`src/include/timer16_pkg.sv`:
```
/*
 * Constants for the 16-bit timer compare and waveform block: waveform mode
 * codes, fixed ceilings, output action codes and reset values.
 * Assumes it is compiled before any module that imports it.
 */
package timer16_pkg;

	// ----------------------------------------------------------------
	// widths
	// ----------------------------------------------------------------
	localparam int COUNT_W  = 16;
	localparam int BYTE_W   = 8;
	localparam int MODE_W   = 4;
	localparam int ACTION_W = 2;

	// ----------------------------------------------------------------
	// waveform mode codes
	// ----------------------------------------------------------------
	localparam logic [MODE_W-1:0] MODE_NORMAL      = 4'h0;
	localparam logic [MODE_W-1:0] MODE_CLEAR_A     = 4'h4;
	localparam logic [MODE_W-1:0] MODE_FAST_8      = 4'h5;
	localparam logic [MODE_W-1:0] MODE_FAST_9      = 4'h6;
	localparam logic [MODE_W-1:0] MODE_FAST_10     = 4'h7;
	localparam logic [MODE_W-1:0] MODE_CLEAR_CAP   = 4'hC;
	localparam logic [MODE_W-1:0] MODE_RESERVED    = 4'hD;
	localparam logic [MODE_W-1:0] MODE_FAST_CAP    = 4'hE;
	localparam logic [MODE_W-1:0] MODE_FAST_A      = 4'hF;

	// ----------------------------------------------------------------
	// counter limits
	// ----------------------------------------------------------------
	localparam logic [COUNT_W-1:0] COUNT_MAX    = 16'hFFFF;
	localparam logic [COUNT_W-1:0] COUNT_BOTTOM = 16'h0000;
	localparam logic [COUNT_W-1:0] TOP_FIXED_8  = 16'h00FF;
	localparam logic [COUNT_W-1:0] TOP_FIXED_9  = 16'h01FF;
	localparam logic [COUNT_W-1:0] TOP_FIXED_10 = 16'h03FF;

	// ----------------------------------------------------------------
	// output action codes
	// ----------------------------------------------------------------
	localparam logic [ACTION_W-1:0] ACT_NONE   = 2'h0;
	localparam logic [ACTION_W-1:0] ACT_TOGGLE = 2'h1;
	localparam logic [ACTION_W-1:0] ACT_CLEAR  = 2'h2;
	localparam logic [ACTION_W-1:0] ACT_SET    = 2'h3;

	// ----------------------------------------------------------------
	// reset values
	// ----------------------------------------------------------------
	localparam logic [COUNT_W-1:0] COMPARE_RESET = 16'h0000;
	localparam logic [BYTE_W-1:0]  LATCH_RESET   = 8'h00;
	localparam logic               WAVE_RESET    = 1'b0;
	localparam logic               FORCE_READ    = 1'b0;

endpackage

```
`src/timer16_compare_waveform.sv`:
```
/*
 * Output compare unit A and waveform generator of a 16-bit timer: compare
 * value with high-byte latch write path, force strobe, match blocking after
 * a counter write, port pin override; normal, clear-on-match and
 * single-slope fast PWM modes.
 * Assumes all inputs come from logic on ref_clk, timer_tick is a one-cycle
 * prescaled timer enable, and capture_value comes from the capture unit.
 */
// Functional notes
// - CPU reaches buffer when buffered, else live
// - compare reads direct, no high-byte latch
// - high byte latched; low write copies both
// - force updates wave in non-PWM modes only, no flag/counter
// - counter write blocks matches next timer cycle
// - counter written at ceiling runs to max
// - wave holds across waveform mode changes
// - action field unbuffered, applies next match
// - reset clears wave flip-flop
// - nonzero action overrides port value on pin
// - action field never touches capture logic
// - action zero leaves wave unchanged
// - normal mode counts up, wraps at max
// - normal overflow flag set on zero
// - modes 4/12 clear on A/capture ceiling
// - missed unbuffered ceiling runs to max first
// - clear-on-match action 1 toggles wave
// - clear-on-match overflow on max to zero
// - fast PWM counts bottom to ceiling, restarts
// - fast PWM sets/clears at match and bottom
// - buffered in PWM; transfer at ceiling in fast PWM only
// - match flag set next timer cycle; cleared
`timescale 1ns/100ps

module timer16_compare_waveform
	import timer16_pkg::*;
(
	input  wire logic                           ref_clk,
	input  wire logic                           sys_rst,
	input  wire logic                           timer_tick,
	input  wire logic [timer16_pkg::MODE_W-1:0]   waveform_mode_field,
	input  wire logic [timer16_pkg::ACTION_W-1:0] output_action_field,
	input  wire logic                           compare_value_high,
	input  wire logic                           compare_value_low,
	input  wire logic [timer16_pkg::BYTE_W-1:0]   cpu_wdata,
	output logic      [timer16_pkg::COUNT_W-1:0]  compare_read_value,
	input  wire logic                           counter_write,
	input  wire logic [timer16_pkg::COUNT_W-1:0]  counter_wdata,
	output logic      [timer16_pkg::COUNT_W-1:0]  counter_value,
	input  wire logic [timer16_pkg::COUNT_W-1:0]  capture_value_reg,
	input  wire logic                           force_match_strobe,
	output logic                                force_match_read,
	output logic                                match_flag,
	input  wire logic                           match_flag_clear,
	output logic                                overflow_flag,
	input  wire logic                           overflow_flag_clear,
	input  wire logic                           port_out_value,
	input  wire logic                           pin_direction_bit,
	output logic                                pin_level,
	output logic                                pin_drive_n,
	output logic                                unit_a_wave_output
);
	import timer16_pkg::*;

	// ----------------------------------------------------------------
	// mode decoding
	// ----------------------------------------------------------------
	function automatic logic is_pwm(input logic [MODE_W-1:0] mode);
		is_pwm = !(mode == MODE_NORMAL || mode == MODE_CLEAR_A ||
			mode == MODE_CLEAR_CAP || mode == MODE_RESERVED);
	endfunction

	function automatic logic is_fast(input logic [MODE_W-1:0] mode);
		is_fast = (mode == MODE_FAST_8) || (mode == MODE_FAST_9) ||
			(mode == MODE_FAST_10) || (mode == MODE_FAST_CAP) ||
			(mode == MODE_FAST_A);
	endfunction

	function automatic logic non_pwm_action(input logic [ACTION_W-1:0] act,
		input logic cur);
		unique case (act)
			ACT_NONE:   non_pwm_action = cur;
			ACT_TOGGLE: non_pwm_action = ~cur;
			ACT_CLEAR:  non_pwm_action = 1'b0;
			ACT_SET:    non_pwm_action = 1'b1;
		endcase
	endfunction

	logic [COUNT_W-1:0] compare_live;
	logic [COUNT_W-1:0] compare_buffer;
	logic [BYTE_W-1:0]  high_latch;
	logic               blocked;
	logic               pwm;
	logic               fast;
	logic [COUNT_W-1:0] top_value;
	logic               top_hit;
	logic               compare_hit;
	logic               overflow_event;

	assign pwm  = is_pwm(waveform_mode_field);
	assign fast = is_fast(waveform_mode_field);

	// capture value only feeds the ceiling; action field has no path here
	always_comb
	begin
		unique case (waveform_mode_field)
			MODE_CLEAR_A:   top_value = compare_live;
			MODE_CLEAR_CAP: top_value = capture_value_reg;
			MODE_FAST_8:    top_value = TOP_FIXED_8;
			MODE_FAST_9:    top_value = TOP_FIXED_9;
			MODE_FAST_10:   top_value = TOP_FIXED_10;
			MODE_FAST_CAP:  top_value = capture_value_reg;
			MODE_FAST_A:    top_value = compare_live;
			default:        top_value = COUNT_MAX;
		endcase
	end

	// exact equality only: a ceiling below the count is missed
	assign top_hit = timer_tick && !blocked && (waveform_mode_field != MODE_NORMAL) &&
		(counter_value == top_value);
	assign compare_hit = timer_tick && !blocked && (counter_value == compare_live);

	// overflow: at ceiling in fast PWM, else on max to zero
	assign overflow_event = timer_tick && !counter_write &&
		(fast ? top_hit : (counter_value == COUNT_MAX));

	// ----------------------------------------------------------------
	// compare value and high-byte latch
	// ----------------------------------------------------------------
	always_ff @(posedge ref_clk)
	begin
		if (sys_rst)
			high_latch <= LATCH_RESET;
		else if (compare_value_high)
			high_latch <= cpu_wdata;
	end

	// buffer transfer at the ceiling keeps fast PWM pulses glitch-free
	always_ff @(posedge ref_clk)
	begin
		if (sys_rst)
		begin
			compare_live   <= COMPARE_RESET;
			compare_buffer <= COMPARE_RESET;
		end
		else
		begin
			if (compare_value_low && pwm)
				compare_buffer <= {high_latch, cpu_wdata};
			if (compare_value_low && !pwm)
				compare_live <= {high_latch, cpu_wdata};
			else if (fast && top_hit && !counter_write)
				compare_live <= compare_buffer;
		end
	end

	// reads bypass the latch; the timer never changes this value
	always_ff @(posedge ref_clk)
	begin
		if (sys_rst)
			compare_read_value <= COMPARE_RESET;
		else
			compare_read_value <= pwm ? compare_buffer : compare_live;
	end

	assign force_match_read = FORCE_READ;

	// ----------------------------------------------------------------
	// counter and match blocking
	// ----------------------------------------------------------------
	// block stays armed until a timer tick, so a stopped timer is covered too
	always_ff @(posedge ref_clk)
	begin
		if (sys_rst)
			blocked <= 1'b0;
		else if (counter_write)
			blocked <= 1'b1;
		else if (timer_tick)
			blocked <= 1'b0;
	end

	always_ff @(posedge ref_clk)
	begin
		if (sys_rst)
			counter_value <= COUNT_BOTTOM;
		else if (counter_write)
			counter_value <= counter_wdata;
		else if (timer_tick)
		begin
			if (top_hit)
				counter_value <= COUNT_BOTTOM;
			else
				counter_value <= counter_value + 16'h0001;
		end
	end

	// ----------------------------------------------------------------
	// flags: a set in the clearing cycle wins
	// ----------------------------------------------------------------
	always_ff @(posedge ref_clk)
	begin
		if (sys_rst)
			match_flag <= 1'b0;
		else if (compare_hit)
			match_flag <= 1'b1;
		else if (match_flag_clear)
			match_flag <= 1'b0;
	end

	always_ff @(posedge ref_clk)
	begin
		if (sys_rst)
			overflow_flag <= 1'b0;
		else if (overflow_event)
			overflow_flag <= 1'b1;
		else if (overflow_flag_clear)
			overflow_flag <= 1'b0;
	end

	// ----------------------------------------------------------------
	// waveform generator
	// ----------------------------------------------------------------
	// action field read live, never buffered mode changes leave it alone
	always_ff @(posedge ref_clk)
	begin
		if (sys_rst)
			unit_a_wave_output <= WAVE_RESET;
		else if (!pwm)
		begin
			if (compare_hit || force_match_strobe)
				unit_a_wave_output <= non_pwm_action(output_action_field,
					unit_a_wave_output);
		end
		else if (fast)
		begin
			if (top_hit && output_action_field[1])
				unit_a_wave_output <= ~output_action_field[0];
			else if (compare_hit)
			begin
				unique case (output_action_field)
					ACT_TOGGLE:
						if (waveform_mode_field == MODE_FAST_A)
							unit_a_wave_output <= ~unit_a_wave_output;
					ACT_CLEAR: unit_a_wave_output <= 1'b0;
					ACT_SET:   unit_a_wave_output <= 1'b1;
					ACT_NONE:  unit_a_wave_output <= unit_a_wave_output;
				endcase
			end
		end
	end

	// ----------------------------------------------------------------
	// port pin
	// ----------------------------------------------------------------
	// direction stays with software, so wave can be primed before driving
	always_ff @(posedge ref_clk)
	begin
		if (sys_rst)
		begin
			pin_level   <= 1'b0;
			pin_drive_n <= 1'b1;
		end
		else
		begin
			pin_level   <= (output_action_field != ACT_NONE) ?
				unit_a_wave_output : port_out_value;
			pin_drive_n <= ~pin_direction_bit;
		end
	end
endmodule

```
`config.mk`:
```
export PLATFORM = sky130hd
export DESIGN_NAME = timer16_compare_waveform
export DESIGN_NICKNAME = d
export VERILOG_FILES = /design/src/include/timer16_pkg.sv /design/src/timer16_compare_waveform.sv
export SDC_FILE = /design/constraint.sdc
export NUM_CORES = 1
export LEC_CHECK = 0
export BUFFER_PORTS_ARGS = -buffer_cell sky130_fd_sc_hd__buf_2
export CAP_MARGIN = 10
export CORE_ASPECT_RATIO = 0.75
export CORE_MARGIN = 2
export CORE_UTILIZATION = 25
export CTS_CLUSTER_SIZE = 25
export DETAILED_ROUTE_END_ITERATION = 16
export SLEW_MARGIN = 10
export SYNTH_ARGS = -nofsm -noshare
export SYNTH_HDL_FRONTEND = slang
export SYNTH_SLANG_ARGS = --single-unit
```
`constraint.sdc`:
```
create_clock -name ref_clk -period 9.1 [get_ports ref_clk]
set_input_delay 0.91 -clock ref_clk [delete_from_list [all_inputs] [get_ports ref_clk]]
set_output_delay 0.91 -clock ref_clk [all_outputs]
set_load 0.05 [all_outputs]
```
==> results of run 1 <==
==> final timing paths <==
check / slack, ns / start / end
setup / recovery: 4.79 / waveform_mode_field[3] / compare_live[0]
hold / removal: 0.47 / overflow_flag / overflow_flag
setup reg to reg: 5.22 / compare_live[3] / compare_live[0]
hold reg to reg: 0.47 / overflow_flag / overflow_flag
==> worst register-to-register path, delay by kind of cell, from the launching register on <==
family	cells	cell delay, ns
AND/OR/NAND/NOR	6	2.59
flip-flops	1	0.41
buffers and inverters	1	0.27
multiplexers	1	0.26
AO/OA/AOI/OAI	2	0.20
==> sequential cells by signal (all words and copies together) (netlist names) <==
signal and flops:
match_flag 1, high_latch 8, pin_level 1, counter_value 16
compare_live 16, blocked 1, compare_buffer 16, pin_drive_n 1
overflow_flag 1, compare_read_value 16, unit_a_wave_output 1
==> metrics by stage <==
step                cell area, um^2  worst slack [ns]  hold WS [ns]  power [uW]
CTS                            5420              4.85         0.473         922
global route                   5420              4.50         0.496         955
finish                         5420              4.79         0.469         911
global placement               5120              4.47         0.460         556
floorplan                      4540              5.32         0.445         499
detailed placement             5120              4.48         0.463         554
==> routing by layer <==
metal	global-route usage (%)	vias up	wire [um]
met5	0	-	0
met4	5.23	0	307
met3	4.05	21	1360
met2	24.2	211	6730
met1	24.9	2140	7870
li1	-	2286	-
==> logic make-up (layout without fill, tap and decap cells) <==
logic type               after synthesis  in the layout  share of synthesized area, %
XOR/XNOR                              17             17                          3.28
AO/OA/AOI/OAI                        175            175                          24.4
buffers and inverters                 78            140                          7.16
AND/OR/NAND/NOR                      240            240                          26.9
other                                  1              1                        0.0825
multiplexers                          16             16                          3.52
adder cells (fa/ha/maj)                1              1                         0.275
flip-flops                            78             78                          34.4
==> power by group through the flow <==
stage	Combinational [uW]	Sequential (uW)	Clock, uW
3_5_place_dp	162	392	0
2_1_floorplan	96.6	402	0
4_1_cts	163	385	374
3_3_place_gp	164	393	0
5_1_grt	178	387	390
6_report	164	385	361
==> cells in the mapped netlist (3+ instances only) <==
library cell / count / share of area, %
nand2_1: 100 / 8.3
dfxtp_1: 78 / 34
a21oi_1: 72 / 7.9
clkbuf_1: 40 / 3.3
nor2_1: 30 / 2.5
inv_1: 25 / 2.1
o21ai_0: 24 / 2.6
a221oi_1: 18 / 3.5
mux2i_1: 16 / 3.5
nor3_1: 16 / 1.8
xnor2_1: 15 / 2.9
nor2b_1: 13 / 1.8
nand2b_1: 12 / 1.7
a22oi_1: 10 / 1.7
a31oi_1: 10 / 1.4
nand4_1: 10 / 1.4
a211oi_1: 7 / 1.2
and2_1: 7 / 0.96
and3_1: 7 / 0.96
nand3_1: 7 / 0.77
o22ai_1: 6 / 0.83
buf_2: 5 / 0.55
o21bai_1: 5 / 0.83
or3_1: 5 / 0.69
or4_1: 5 / 0.83
and4_1: 4 / 0.77
nand4b_1: 4 / 0.77
nor4_1: 4 / 0.55
a21o_1: 3 / 0.50
buf_4: 3 / 0.50
nor3b_1: 3 / 0.50
nor4b_1: 3 / 0.58
o211ai_1: 3 / 0.50
or3b_2: 3 / 0.58
==> layout make-up <==
cell class              instances  area, um^2
clock buffers                   9         225
clock inverters                 7        72.6
fillers                      1982       12300
inverters                      26        97.6
multi-input cells             450        2660
flip-flops and latches         78        1560
well taps                     242         303
repair buffers                 98         503
==> results.txt, run 1 <==
Detailed placement HPWL = 11.7 mm
Switching share of power = 31.3%
Syn avg cell area = 7.50 um^2
Layout cell share with drive strength beyond 1 = 18.4%
Die width = 160 um
Hold depth = 2
CTS sink cnt = 78
Setup violations, final = 0
Initial DRC count = 374
Setup Skew = 0.00843 ns
Vias = 4,658
Max Cap Viol = 0
Max incr delay on CP = 0.62 ns
H-tree levels = 3
TritonCTS buffer count = 9
Worst path depth = 11
First drt pass iteration count = 5
CTS Buffer Depth = 2
Mapped Area = 4540 um^2
EDFF count, synth = 0
Reg2Reg Depth = 10
GR Overflow Total = 0
Mean number of vias per cell = 5.12
Commonest non-fill, non-tap cell in the layout = nand2_1
Post-cts resize count = 0
Actual slew at the worst max-slew pin = 1.14 ns
Util after Layout = 30.6%
Final hold violation count = 0
CP endpoint kind = flip-flop
Buf/Inv on CP = 2
Highest clock rate = 0.232 GHz
First-pass GRT wire length = 25.0 mm
Yosys Warn Count = 0
Post-Syn Instances = 606
CP max-delay cell = and2_1
Period utilization = 47.4%
Setup CP Type = input port to flip-flop
RSZ-0062 raised after global routing = no
Worst EP arrival = 4.50 ns
Net Count, Synth = 664
Syn-to-layout area delta = 19.3%
CP required = 9.29 ns
Pin count of the biggest net entering global routing = 80
Row cnt = 42
Max-slew headroom = 23.7%
Status = finished, final reports clean
Commonest cells after routing, fill and taps aside = nand2_1, buf_2, dfxtp_1
Pwr/cell area = 168 nW/um^2
Die Y = 121 um
Ant diodes = 0
Gate power share = 18.0%
Initial antenna violation count = 0
DR WL/cell = 17.9 um
Register area share after synthesis = 34.4%
Total GRT Usage = 17.0%
Total core area = 17,700 um^2
Placed Cells = 894
CP Cell Sequence = buf_2 -> nand3_1 -> o211ai_1 -> nor2_1 -> or4_1 -> or4_4 -> nor4b_4 -> buf_4 -> and2_1 -> mux2i_1 -> a211oi_1
Internal power = 626 uW
TritonCTS clock tree = built
Critical path launch point type = input port
Final WL = 16.3 mm
# nets final = 721
Fin cells = 910
Die Area = 19,300 um^2
Clk slew on worst S/H paths = 0.06 ns
CTS Hold Bufs = 0
Worst-path fanout max = 29
Worst min-delay path class = flip-flop to flip-flop
Vias in the first global route = 4,298
Setup_tns = 0 ns
Most used DFF post-synth = dfxtp_1
Distinct cells, synth = 59
Portion of total power attributed to sequential cells = 42.3%
Clock group share of total power = 39.7%
Synth Register Bits = 78
IO buf count = 93
Family with the most delay on the worst path = simple AND/OR/NAND/NOR gates
NetSw = 285 uW
Post-CTS setup buffer count = 0
Fraction of registers with async set/reset = 0%
Post-route minimum period = 4.31 ns
Final ANT Viol Nets = 0
Lkg Pwr = 0.00207 uW
Gpl congestion = 0.921
I/O pin count = 95
Max-slew violation count = 0
Initial core utilization = 25.7%
Root buffer cell = clkbuf_16
Residual DRC = 0
Clock Latency Late Sink = 0.34 ns
Max VDD drop = 111 uV
Note: power is estimated with default switching activity, not from simulation.
==> inputs of run 2 (changes only) <==
Settings changed: ABC_AREA from default to 1.
Clock period 9.1 ns to 4.25 ns, I/O delays scaled along.
==> results.txt, run 2 <==
Status = finished, final reports clean (unchanged)
Max Cap Viol = 0 (unchanged)
Pin count of the biggest net entering global routing = 31 (was 80)
Commonest non-fill, non-tap cell in the layout = nand2_1 (unchanged)
R2R Setup Slk = 1.49 ns (was 5.22 ns)
Post-synth top area share = 34.1% (was 34.4%)
Largest family of logic cells by synthesized area = simple AND/OR/NAND/NOR gates (unchanged)
EDFF count, synth = 0 (unchanged)
GR Overflow Total = 0 (unchanged)
Max incr delay on CP = 0.57 ns (was 0.62 ns)
First-pass GRT wire length = 26.2 mm (was 25.0 mm)
R2r endpoint = counter_value[13] (was compare_live[0])
Most frequent cell after synthesis = nand2_1 (unchanged)
Detailed placement HPWL = 13.0 mm (was 11.7 mm)
Post-CTS setup buffer count = 0 (unchanged)
Area contributors post-synth = dfxtp_1, nand2_1, nor2_1, o21ai_0, inv_1 (was dfxtp_1, nand2_1, a21oi_1, mux2i_1, a221oi_1)
Max VDD drop = 218 uV (was 111 uV)
Max-slew headroom = 32.6% (was 23.7%)
Initial antenna violation count = 2 (was 0)
Synth Register Bits = 78 (unchanged)
Row cnt = 42 (unchanged)
Yosys Warn Count = 0 (unchanged)
Worst min-delay path class = input port to flip-flop (was flip-flop to flip-flop)
Mean number of vias per cell = 4.86 (was 5.12)
Highest clock rate = 0.363 GHz
H-tree levels = 3 (unchanged)
Layout cell share with drive strength beyond 1 = 19.2% (was 18.4%)
Clock Latency Late Sink = 0.34 ns (about the same)
Reg2Reg Launch Point = counter_value[0] (was compare_live[3])
Die Area = 19,400 um^2 (was 19,300 um^2)
Period utilization = 64.8%
Worst-path fanout max = 6 (was 29)
Clk slew on worst S/H paths = 0.06 ns (about the same)
Residual DRC = 0 (unchanged)
Gpl congestion = 0.992 (was 0.921)
CTS Buffer Depth = 2 (unchanged)
Syn avg cell area = 6.44 um^2 (was 7.50 um^2)
Vias in the first global route = 4,769 (was 4,298)
Reg2Reg Depth = 12 (was 10)
CTS Hold Bufs = 0 (unchanged)
Final ANT Viol Nets = 0 (unchanged)
Worst hold endpoint = pin_drive_n (was overflow_flag)
Root buffer cell = clkbuf_16 (unchanged)
Initial core utilization = 25.7% (about the same)
Setup CP Type = flip-flop to flip-flop (was input port to flip-flop)
Register area share after synthesis = 34.1% (was 34.4%)
CTS sink cnt = 78 (unchanged)
Worst Slack Setup Final = 1.49 ns (was 4.79 ns)
Die width = 160 um (about the same)
Total GRT Usage = 17.4% (was 17.0%)
Final WL = 16.7 mm (was 16.3 mm)
Adder-Cell Fraction of Synth Area = 0.273% (was 0.275%)
Worst EP arrival = 3.02 ns (was 4.50 ns)
Total core area = 17,800 um^2 (was 17,700 um^2)
Vias = 5,057 (was 4,658)
DP Worst Slack = 1.41 ns (was 4.48 ns)
Initial DRC count = 500 (was 374)
TritonCTS buffer count = 9 (unchanged)
Max-slew violation count = 0 (unchanged)
Syn-to-layout area delta = 20.7% (was 19.3%)
Die Y = 121 um (about the same)
Hold depth = 2 (unchanged)
Lkg Pwr = 0.00248 uW (was 0.00207 uW)
Distinct cells, synth = 39 (was 59)
Net Count, Synth = 769 (was 664)
Synth Area in Simple Gates = 37.0% (was 26.9%)
Critical path launch point type = flip-flop (was input port)
Ant diodes = 0 (unchanged)
Mapped Area = 4580 um^2 (was 4540 um^2)
Setup_tns = 0 ns (unchanged)
XOR/XNOR Fraction of Synth Area = 1.91% (was 3.28%)
TritonCTS clock tree = built (unchanged)
CP max-delay cell = dfxtp_1 (was and2_1)
I/O pin count = 95 (unchanged)
Final hold violation count = 0 (unchanged)
Hold Startpoint = pin_direction_bit (was overflow_flag)
Post-route minimum period = 2.76 ns
# nets final = 851 (was 721)
Most used DFF post-synth = dfxtp_1 (unchanged)
CP required = 4.51 ns (was 9.29 ns)
CP Cell Sequence = inv_1 -> nor3_1 -> nand3_1 -> nor2_1 -> nand2_1 -> inv_1 -> nand4_1 -> nor2_1 -> inv_1 -> o21ai_0 -> nand2_1 -> a21oi_1 (was buf_2 -> nand3_1 -> o211ai_1 -> nor2_1 -> or4_1 -> or4_4 -> nor4b_4 -> buf_4 -> and2_1 -> mux2i_1 -> a211oi_1)
Fraction of registers with async set/reset = 0% (unchanged)
Actual slew at the worst max-slew pin = 1.01 ns (was 1.14 ns)
CP endpoint kind = flip-flop (unchanged)
IO buf count = 93 (unchanged)
Setup Skew = 0.00696 ns (was 0.00843 ns)
Pwr/cell area = 360 nW/um^2 (was 168 nW/um^2)
RSZ-0062 raised after global routing = no (unchanged)
Commonest cells after routing, fill and taps aside = nand2_1, nor2_1, buf_2 (was nand2_1, buf_2, dfxtp_1)
Synth top cells by count = nand2_1, nor2_1, dfxtp_1 (was nand2_1, dfxtp_1, a21oi_1)
Complex-gate fraction of the synthesized area = 17.2% (was 24.4%)
DR WL/cell = 16.1 um (was 17.9 um)
Post-Syn Instances = 711 (was 606)
First drt pass iteration count = 8 (was 5)
Mux cell area share after synthesis = 0% (was 3.52%)
Largest area contributor in the netlist = dfxtp_1 (unchanged)
CP most frequent cell = inv_1
Setup violations, final = 0 (unchanged)
Post-cts resize count = 0 (unchanged)
run 2: changes by cell type after synthesis, sizes merged, moves of 12 or more:
cell | previous run | this run
a221oi | 18 | 0
inv | 25 | 77
clkbuf | 40 | 21
xnor2 | 15 | 3
nand4 | 10 | 30
nand2b | 12 | 0
o21ai | 24 | 69
a21oi | 72 | 56
nand3 | 7 | 47
mux2i | 16 | 0
nor2 | 31 | 104
nor2b | 13 | 0
nand2 | 100 | 173
run 2: stage by stage:
stage	utilization (%)	cell area, um^2	hold WS (ns)	power [uW]	std cells
after detailed placement	29.4	5240	0.448	1240	1024
after global routing	31.0	5530	0.237	2090	1040
final	31.0	5530	0.241	1990	1040
after CTS	31.0	5530	0.233	2000	1040
after global placement	29.4	5240	0.450	1250	1024
after floorplan	-	4580	0.436	1110	711
run 2: cells by family after synthesis:
kind of cell,Yosys count
buffers and inverters,104
AO/OA/AOI/OAI,144
adder cells (fa/ha/maj),1
other,1
flip-flops,78
AND/OR/NAND/NOR,373
XOR/XNOR,10
run 2: how the worst max path moves through the flow:
stage | startpoint | endpoint | cells past startpoint
after global routing | counter_value[0] | overflow_flag | 13
final | counter_value[0] | counter_value[13] | 12
after floorplan | counter_value[0] | overflow_flag | 13
after detailed placement | waveform_mode_field[1] | counter_value[8] | 15
after CTS | counter_value[0] | overflow_flag | 13
after global placement | waveform_mode_field[1] | counter_value[7] | 15
run 2: worst max-delay path: cells and delay by family (launching register included):
family | cells | cell delay [ns]
AOI/OAI and AO/OA | 2 | 0.31
buffers and inverters | 3 | 0.49
DFF | 1 | 0.57
and+or+nand+nor | 7 | 1.29
run 2: area by class of cell:
class | count | area [um^2]
clock buffers | 10 | 239
clock inverters | 6 | 51.3
fillers | 2024 | 12300
inverters | 78 | 293
multi-input cells | 529 | 2580
flip-flops and latches | 78 | 1560
well taps | 242 | 303
repair buffers | 97 | 495
run 2: power breakdown:
part	switching, uW	total (uW)	leakage [uW]	internal [uW]
Clock	333	754	0.000140	421
Sequential	47.8	824	0.000642	777
Combinational	292	411	0.00170	118
Total	673	1990	0.00248	1320
run 2: routing by layer:
layer	up-vias	GRT usage, %	wire length [um]
met5	-	0	16
met4	4	2.76	141
met3	17	6.43	1780
met2	221	24.7	6470
met1	2303	25.3	8310
li1	2512	-	-
